$ cat config.mk
export PLATFORM = sky130hd
export DESIGN_NAME = atca_tx_cell_assembler
export DESIGN_NICKNAME = d
export VERILOG_FILES = /design/src/design/atca_pkg.sv /design/src/design/atca_tx_cell_assembler.sv
export VERILOG_INCLUDE_DIRS = /design/src /design/src/design
export SDC_FILE = /design/constraint.sdc
export NUM_CORES = 1
export LEC_CHECK = 0
export BUFFER_PORTS_ARGS = -buffer_cell sky130_fd_sc_hd__buf_2
export CORE_ASPECT_RATIO = 1.2
export CORE_UTILIZATION = 44
export DETAILED_ROUTE_END_ITERATION = 6
export GPL_ROUTABILITY_DRIVEN = 0
export HOLD_SLACK_MARGIN = 0.03
export SYNTH_ARGS = -nofsm -noshare
export SYNTH_HDL_FRONTEND = slang
export SYNTH_SLANG_ARGS = --single-unit
$ cat constraint.sdc
create_clock -name ref_clk -period 2.2 [get_ports ref_clk]
set_input_delay 0 -clock ref_clk [delete_from_list [all_inputs] [get_ports ref_clk]]
set_output_delay 0 -clock ref_clk [all_outputs]
set_load 0.005 [all_outputs]
$ cat src/design/atca_defs.svh
// constants of the transmit cell assembler
// Summary of operation
// - check byte computed and placed fifth, giving 53-byte output cells.
// - header check covers only the first four header bytes.
// - idle cell sent whenever no cell waits at a cell boundary.
// - at each boundary sample cell-available; read header if set, else idle.
// - read strobe drops exactly one clock for the check byte, then resumes.
// - only payload bytes are scrambled; header and check byte pass clear.
// - start-of-cell input with cell-available marks the first incoming byte.
// - read strobe high exactly in cycles consuming a byte; source supplies it.
// - output start-of-cell marks the first byte of every 53-byte cell.
// - cell-sent indication raised when a cell has been transmitted.
// - state advances only in cycles with cycle enable high.
// - active-low reset asynchronously returns everything to initial state.
// - idle cells carry the standard fixed header, check and payload patterns.
// - coset value always added to the computed check byte.
// - payload scrambler is the standard self-synchronizing kind.
`ifndef ATCA_DEFS_SVH
`define ATCA_DEFS_SVH
`define ATCA_POS_FIRST 6'd0
`define ATCA_HDR_LAST 6'd3
`define ATCA_HEC_POS 6'd4
`define ATCA_CELL_LAST 6'd52
`define ATCA_USER_READS 6'h34
`define ATCA_HEC_POLY 8'h07
`define ATCA_HEC_COSET 8'h55
`define ATCA_CRC_INIT 8'h00
`define ATCA_IDLE_HDR 8'h00
`define ATCA_IDLE_HDR3 8'h01
`define ATCA_IDLE_HEC 8'h52
`define ATCA_IDLE_PAY 8'h6a
`define ATCA_SCR_RST 43'h0
`endif

$ cat src/design/atca_pkg.sv
// types shared by the transmit cell assembler
`default_nettype none
package atca_pkg;
	typedef enum logic {
		atca_idle_cell,
		atca_user_cell
	} atca_mode_e;
	typedef logic [5:0] atca_pos_t;
	typedef logic [42:0] atca_scr_t;
	typedef struct packed {
		logic soc;
		logic [7:0] data;
	} atca_byte_s;
	typedef struct packed {
		atca_scr_t hist;
		logic [7:0] data;
	} atca_scr_s;
endpackage
`default_nettype wire

$ cat src/design/atca_tx_cell_assembler.sv
// transmit cell assembler: check byte insertion, payload scrambling, idle fill
`include "atca_defs.svh"
`default_nettype none
module atca_tx_cell_assembler
	import atca_pkg::*;
(
	input wire logic ref_clk,
	input wire logic sys_rst_n,
	input wire logic cyc_en,
	input wire atca_byte_s cell_in,
	input wire logic cell_avail_in,
	output var logic rd_strobe,
	output var atca_byte_s cell_out,
	output var logic cell_sent
);

	// ==========================================
	// arithmetic
	// ==========================================

	function automatic logic [7:0] crc8_step(
		input logic [7:0] crc,
		input logic [7:0] d
	);
		logic [7:0] c;
		logic fb;
		c = crc;
		for (int i = 7; i >= 0; i--) begin
			fb = c[7] ^ d[i];
			c = {c[6:0], 1'b0};
			if (fb) begin
				c = c ^ `ATCA_HEC_POLY;
			end
		end
		return c;
	endfunction

	// self-synchronizing: each sent bit is the data bit xor the bit sent
	// 43 bit times earlier, msb first
	function automatic atca_scr_s scr_step(
		input atca_scr_t hist,
		input logic [7:0] d
	);
		atca_scr_s r;
		logic s;
		r.hist = hist;
		r.data = 8'h00;
		for (int i = 7; i >= 0; i--) begin
			s = d[i] ^ r.hist[42];
			r.data[i] = s;
			r.hist = {r.hist[41:0], s};
		end
		return r;
	endfunction

	// ==========================================
	// state
	// ==========================================

	atca_pos_t pos_r;
	atca_pos_t pos_nxt;
	atca_mode_e mode_r;
	atca_mode_e mode_nxt;
	logic rd_r;
	logic rd_nxt;
	logic [7:0] crc_r;
	logic [7:0] crc_nxt;
	atca_scr_t scr_r;
	atca_scr_t scr_nxt;
	atca_byte_s out_r;
	atca_byte_s out_nxt;
	logic sent_r;
	logic sent_nxt;

	logic last_pos;
	logic take_user;
	logic [7:0] src_byte;
	atca_scr_s scr_v;

	assign last_pos = (pos_r == `ATCA_CELL_LAST);
	// a user cell whose first byte lacks the start marker is dropped
	// in favour of an idle cell; the stray byte is consumed, which lets
	// a misaligned source slip back into step one byte per cell
	assign take_user = (mode_r == atca_user_cell) &&
		((pos_r != `ATCA_POS_FIRST) || cell_in.soc);

	// ==========================================
	// next-state logic
	// ==========================================

	always_comb begin
		pos_nxt = pos_r;
		mode_nxt = mode_r;
		rd_nxt = rd_r;
		crc_nxt = crc_r;
		scr_nxt = scr_r;
		out_nxt = out_r;
		sent_nxt = sent_r;
		if (take_user) begin
			src_byte = cell_in.data;
		end else if (pos_r == `ATCA_HDR_LAST) begin
			src_byte = `ATCA_IDLE_HDR3;
		end else if (pos_r < `ATCA_HDR_LAST) begin
			src_byte = `ATCA_IDLE_HDR;
		end else begin
			src_byte = `ATCA_IDLE_PAY;
		end
		scr_v = scr_step(scr_r, src_byte);
		if (cyc_en) begin
			if (last_pos) begin
				pos_nxt = `ATCA_POS_FIRST;
			end else begin
				pos_nxt = 6'(pos_r + 6'd1);
			end
			if (last_pos) begin
				// boundary decision: user cell or idle fill
				mode_nxt = cell_avail_in ? atca_user_cell : atca_idle_cell;
			end else if (!take_user) begin
				mode_nxt = atca_idle_cell;
			end
			if (pos_r <= `ATCA_HDR_LAST) begin
				// header bytes pass clear and feed the check
				out_nxt.data = src_byte;
				if (pos_r == `ATCA_POS_FIRST) begin
					crc_nxt = crc8_step(`ATCA_CRC_INIT, src_byte);
				end else begin
					crc_nxt = crc8_step(crc_r, src_byte);
				end
			end else if (pos_r == `ATCA_HEC_POS) begin
				out_nxt.data = crc_r ^ `ATCA_HEC_COSET;
			end else begin
				// scrambler runs only over payload, across cells
				out_nxt.data = scr_v.data;
				scr_nxt = scr_v.hist;
			end
			out_nxt.soc = (pos_r == `ATCA_POS_FIRST);
			sent_nxt = last_pos;
			// strobe for the coming cycle: low in the check slot
			rd_nxt = (mode_nxt == atca_user_cell) &&
				(pos_nxt != `ATCA_HEC_POS);
		end
	end

	// ==========================================
	// registers
	// ==========================================

	always_ff @(posedge ref_clk or negedge sys_rst_n) begin
		if (!sys_rst_n) begin
			pos_r <= `ATCA_POS_FIRST;
			mode_r <= atca_idle_cell;
			rd_r <= 1'b0;
			crc_r <= `ATCA_CRC_INIT;
			scr_r <= `ATCA_SCR_RST;
			out_r <= '0;
			sent_r <= 1'b0;
		end else begin
			pos_r <= pos_nxt;
			mode_r <= mode_nxt;
			rd_r <= rd_nxt;
			crc_r <= crc_nxt;
			scr_r <= scr_nxt;
			out_r <= out_nxt;
			sent_r <= sent_nxt;
		end
	end

	assign rd_strobe = rd_r;
	assign cell_out = out_r;
	assign cell_sent = sent_r;

	// ==========================================
	// read count check
	// ==========================================

	// bytes taken so far in this cell, only there to bound the read count
	logic [5:0] rd_cnt_r;
	logic [5:0] rd_cnt_nxt;

	always_comb begin
		rd_cnt_nxt = rd_cnt_r;
		if (cyc_en) begin
			if (last_pos) begin
				rd_cnt_nxt = 6'h00;
			end else if (rd_r) begin
				rd_cnt_nxt = 6'(rd_cnt_r + 6'h01);
			end
		end
	end

	always_ff @(posedge ref_clk or negedge sys_rst_n) begin
		if (!sys_rst_n) begin
			rd_cnt_r <= 6'h00;
		end else begin
			rd_cnt_r <= rd_cnt_nxt;
		end
	end
endmodule
`default_nettype wire

======== Word-level counts from Yosys, hierarchy flattened ========
Cells that the tools add are included.
operators by class
  reduce and logical (&&, ||, !) cells .... 7
  add/subtract/negate cells ............... 1
  mux-type cells .......................... 70
  order comparisons ....................... 2
  eq/ne operators ......................... 4
  bitwise logic cells ..................... 41
operators with widths
  operator                                                                      number
  8-bit two-way mux                                                             47
  3-bit two-way mux                                                             16
  3-bit NOT                                                                     15
  1-bit bitwise XOR                                                             23
  6-bit two-way mux                                                             2
  7-bit two-way mux                                                             1
  6-bit by 1-bit adder with 6-bit output, second input constant                 1
  6-bit by 2-bit equality test with 1-bit output, second input constant         1
  6-bit by 3-bit equality test with 1-bit output, second input constant         1
  6-bit equality test, second input constant                                    1
  6-bit by 2-bit <= comparator with 1-bit output, second input constant         1
  6-bit zero test                                                               1
  6-bit by 2-bit less-than comparator with 1-bit output, second input constant  1
  6-bit by 3-bit != test with 1-bit output, second input constant               1
  6-bit nonzero test                                                            1
  1-bit two-way mux                                                             4
  4-bit NOT                                                                     1
  3-bit AND reduction                                                           1
  1-bit logical AND                                                             2
  1-bit NOT                                                                     2
  2-bit AND reduction                                                           1
  1-bit logical OR                                                              1
word-level totals
  bits in registers ....................... 69

======== Longest topological paths before layout ========
  word-level depth ........................ 42
  depth in mapped cells ................... 11
  mapped depth without buffers ............ 9

======== Least setup slack after synthesis ========
OpenSTA, ideal clock, no wires.
  kind .................................... register to register
  start point ............................. register pos_r[2]
  end point ............................... register crc_r[3]
  clock period less this slack ............ 2.421 ns
  path slack .............................. -0.221 ns
  stages on the path, launching flop included .. 10
  library setup time ...................... 0.126 ns
  buffers on the path ..................... 2
  arrival time ............................ 2.295 ns
  required time ........................... 2.074 ns
  cell sequence ........................... dfrtp_1 > buf_6 > or4_4 > buf_6 > a21oi_2 > nor2_1 > xnor3_1 > xnor2_1 > o211ai_1 > a221o_1
between the ends
  longest elaborated chain between the ends .. 30
  elaborated cells between the ends (all ways) .. 73
RTL lines
  element                       RTL line                       RTL
  from (decl)                   atca_tx_cell_assembler.sv:60   atca_pos_t pos_r;
  from (signal assigned)        atca_tx_cell_assembler.sv:150  pos_r <= `ATCA_POS_FIRST;
  from (signal assigned)        atca_tx_cell_assembler.sv:158  pos_r <= pos_nxt;
  6-bit nonzero test (no line)  n/a
  1-bit logical OR              atca_tx_cell_assembler.sv:85   ((pos_r != `ATCA_POS_FIRST) || cell_in.soc);
  1-bit logical AND             atca_tx_cell_assembler.sv:84   assign take_user = (mode_r == atca_user_cell) &&
  8-bit two-way mux             atca_tx_cell_assembler.sv:99   if (take_user) begin
  1-bit bitwise XOR             atca_tx_cell_assembler.sv:29   fb = c[7] ^ d[i];
  3-bit two-way mux             atca_tx_cell_assembler.sv:31   if (fb) begin
  8-bit two-way mux             atca_tx_cell_assembler.sv:124  if (pos_r == `ATCA_POS_FIRST) begin
  8-bit two-way mux             atca_tx_cell_assembler.sv:121  if (pos_r <= `ATCA_HDR_LAST) begin
  [... 14 more ...]             n/a
  8-bit two-way mux             atca_tx_cell_assembler.sv:121
  8-bit two-way mux             atca_tx_cell_assembler.sv:109  if (cyc_en) begin
  1-bit bitwise XOR             atca_tx_cell_assembler.sv:29
  3-bit two-way mux             atca_tx_cell_assembler.sv:31
  8-bit two-way mux             atca_tx_cell_assembler.sv:124
  8-bit two-way mux             atca_tx_cell_assembler.sv:121
  8-bit two-way mux             atca_tx_cell_assembler.sv:109
  8-bit two-way mux             atca_tx_cell_assembler.sv:124
  to (signal assigned)          atca_tx_cell_assembler.sv:153  crc_r <= `ATCA_CRC_INIT;
  to (signal assigned)          atca_tx_cell_assembler.sv:161  crc_r <= crc_nxt;
  to (decl)                     atca_tx_cell_assembler.sv:66   logic [7:0] crc_r;
Parallel ways exist; a longest one is shown, timed or not. The select of a mux whose other input is x is not followed.
A chain may end at the register's enable or synchronous reset.

======== Final worst setup path ========
Ends and elaborated chain as after synthesis.

==> out/metrics.yaml <==
run_status:
  status: "complete, but fails checks"
  violations: "setup timing"
synthesis:
  synth-edff-count: 0
  synthArstFlopShare_pct: 100
  ys_ff_latch: 69
  syn_nets: 379
  yosys_warnings: 0
  synth-seq-area-share_pct: 46.0
  avgSynthCellArea_um2: 10.3
  synthFlopType: "dfrtp_1"
  synth_cell_types: 52
  syn_area_um2: 3750
  synthCells: 364
sta:
  tightest_slew_ns: 0.670
  max_freq_mhz: 427
  finalMaxSlewViolations: 0
  period_share_pct: 107
  finalWorstSetupSlack_ns: -0.145
  fin_crit_ns: 2.34
  relSlewSlack_pct: 55.3
  rsz0062_at_grt: "true"
  fin_worst_skew_ns: 0.0135
  finalSetupViolCount: 4
  hold_viol: 0
layout:
  area_growth_pct: 28.7
  stdcell_count: 556
  layout-drive-gt1-share_pct: 38.2
  num_antenna_cells: 0
  fin_util_pct: 58.9
  final_area_um2: 4830
  nNetsFinal: 452
placed_design:
  dp_hpwl_mm: 6.24
  dpl_cell_area_um2: 4290
  port_buffers: 23
  place_ws_ns: -0.192
  post-place-cells: 523
die:
  num_rows: 36
  die_y_um: 103
  die_area_um2: 8900
  io_pins: 24
  start_util_pct: 45.7
  die_x_um: 86.3
  core_um2: 8200
detailed_routing:
  drc: 0
  vias_per_cell: 5.38
  num_vias: 2990
  drt_iter0_drc: 152
  wl_mm: 9.05
  drt_first_pass_iters: 4
  wire_per_inst_um: 16.3
  ant_nets: 0
global_routing:
  grt.overflow.total: 0
  grt_use_total_pct: 21.8
  antenna_found_initial: 0
  grt_start_max_net_pins: 43
  grt_pass1_wl_mm: 14.4
  grt_pass1_vias: 2913
critical_path:
  crit_path_start_kind: "flop"
  rrSetupSlack_ns: -0.14
  cp_cell_sequence: "buf_6, nor4_4, buf_4, a21oi_4, xnor2_2, xnor3_1, xnor2_2, o211ai_1, a221o_1"
  arrival_ns: 2.56
  critPathKind: "flop to flop"
  crit_slowest_cell: "dfrtp_1"
  cpPeakStageDelay_ns: 0.39
  endpoint_kind: "flop"
  required_ns: 2.42
  crit_family: "XOR/XNOR gates"
  worst-path-buf-inv: 2
  crit_top_cell: "xnor2_2"
  cp_max_fo: 2
cts:
  h-tree-depth: 3
  cts_tree: "yes"
  cts_buffer_depth: 2
  clock-sinks: 69
  cts-buffers-inserted: 9
  clock_latency_ns: 0.34
  clk_pin_slew_ns: 0.07
  clock_tree.root_cell: "clkbuf_8"
worst_hold_path:
  hp-class: "input pin to flop"
run:
  drv_cap: 0
pwr:
  peakVddDrop_v: 0.000512
  p_per_area_nw_per_um2: 1330
  cellLeakagePower_uw: 0.00215
-- path summary, 6_finish.rpt --
kind	from	end	depth (start not counted)
setup / recovery	pos_r[2]$_DFFE_PN0P_	crc_r[3]$_DFFE_PN0P_	9
hold / removal	cell_in[4]	scr_r[4]$_DFFE_PN0P_	4
setup reg to reg	pos_r[2]$_DFFE_PN0P_	crc_r[3]$_DFFE_PN0P_	9
hold reg to reg	scr_r[7]$_DFFE_PN0P_	scr_r[7]$_DFFE_PN0P_	2
max in group asynchronous	sys_rst_n	crc_r[1]$_DFFE_PN0P_	3
min in group asynchronous	sys_rst_n	crc_r[6]$_DFFE_PN0P_	2
-- cells in the final DEF (no fill, tap or decap), types with 4 or more instances in the layout --
| cell type | count |
|---|---|
| nor3_1 | 6 |
| a31oi_1 | 5 |
| inv_1 | 5 |
| nand2_1 | 39 |
| nand4_1 | 4 |
| buf_6 | 5 |
| nor2_1 | 20 |
| nand3_1 | 7 |
| xnor2_1 | 21 |
| dlygate4sd3_1 | 4 |
| buf_4 | 49 |
| mux2_2 | 41 |
| clkbuf_8 | 12 |
| a21oi_1 | 14 |
| o21ai_0 | 31 |
| buf_2 | 23 |
| xor2_1 | 9 |
| o211ai_1 | 5 |
| dfrtp_1 | 69 |
| xnor2_2 | 4 |
-- power breakdown --
group / leakage (uW) / switching [uW] / total (uW) / internal [uW]
clock: 0.000106 / 461 / 1080 / 615
sequential: 0.000848 / 400 / 2220 / 1820
combinational: 0.00120 / 1390 / 3110 / 1720
total: 0.00215 / 2250 / 6410 / 4160
-- cell type report --
class,instances,area (um^2)
multi-input combinational,265,2030
timing repair buffer,87,694
clock inverter,3,42.5
clock buffer,13,169
inverter,5,18.8
tap,114,143
sequential,69,1730
fill,708,3370
-- tightest hold or removal path, stage by stage --
cell and delay [ns]:
buf_2 0.15, nand2_1 0.11, xor2_1 0.07, o21ai_0 0.13
-- layer usage --
| layer | part of all wire (%) | vias to the layer above | track usage [%] |
|---|---|---|---|
| met4 | 4.9 | 0 | 15.3 |
| met3 | 3.8 | 35 | 4.24 |
| met1 | 43 | 1460 | 26.7 |
| met5 | 0 | - | 0 |
| met2 | 49 | 73 | 34.9 |
| li1 | - | 1422 | - |
-- flip-flops by register name, indices dropped and copies added, names as in the netlist --
name / count
cell_out: 9
scr_r: 43
mode_r: 1
crc_r: 8
rd_strobe: 1
cell_sent: 1
pos_r: 6
-- synth_stat cells (5+ instances only) --
cell type	number	share of area (%)
clkbuf_1	15	1.5
nand3_1	9	1.2
nor3_1	7	0.93
a31oi_1	5	0.83
o211ai_1	5	1.0
inv_1	5	0.50
nand2_1	40	4.0
xor2_1	10	2.3
o21ai_0	33	4.4
xnor2_1	24	5.6
dfrtp_1	69	46
mux2_2	41	12
a21oi_1	16	2.1
nor2_1	20	2.0
-- logic make-up (layout without fill, tap and decap cells) --
family                   count (synthesis)  after routing  synth area share [%]
AO/OA/AOI/OAI                           78             78                  13.0
flip-flops                              69             69                  46.0
multiplexers                            43             43                  13.2
AND/OR/NAND/NOR                        103            103                  12.9
XOR/XNOR                                39             39                  10.5
adder cells (fa/ha/maj)                  2              2                 0.667
buffers and inverters                   30            108                  3.64
-- per-stage QoR --
step                hold WS [ns]  power (uW)  setup TNS, ns
floorplan                 -0.296        4010         -0.377
global placement          0.0828        4800         -0.235
detailed placement        0.0793        4890         -0.415
CTS                        0.140        6290         -0.416
global route               0.167        6860         -0.912
finish                     0.160        6410         -0.403
-- timing repair --
item,4_1_cts,5_1_grt
hold buffers,4,0
endpoints found under the setup margin,6,48
gates resized for setup,16,21
gates cloned,0,1
pin swaps,9,7
setup buffers,8,5
endpoints found under the hold margin,30,0
Note: power is estimated with default switching activity, not from simulation.
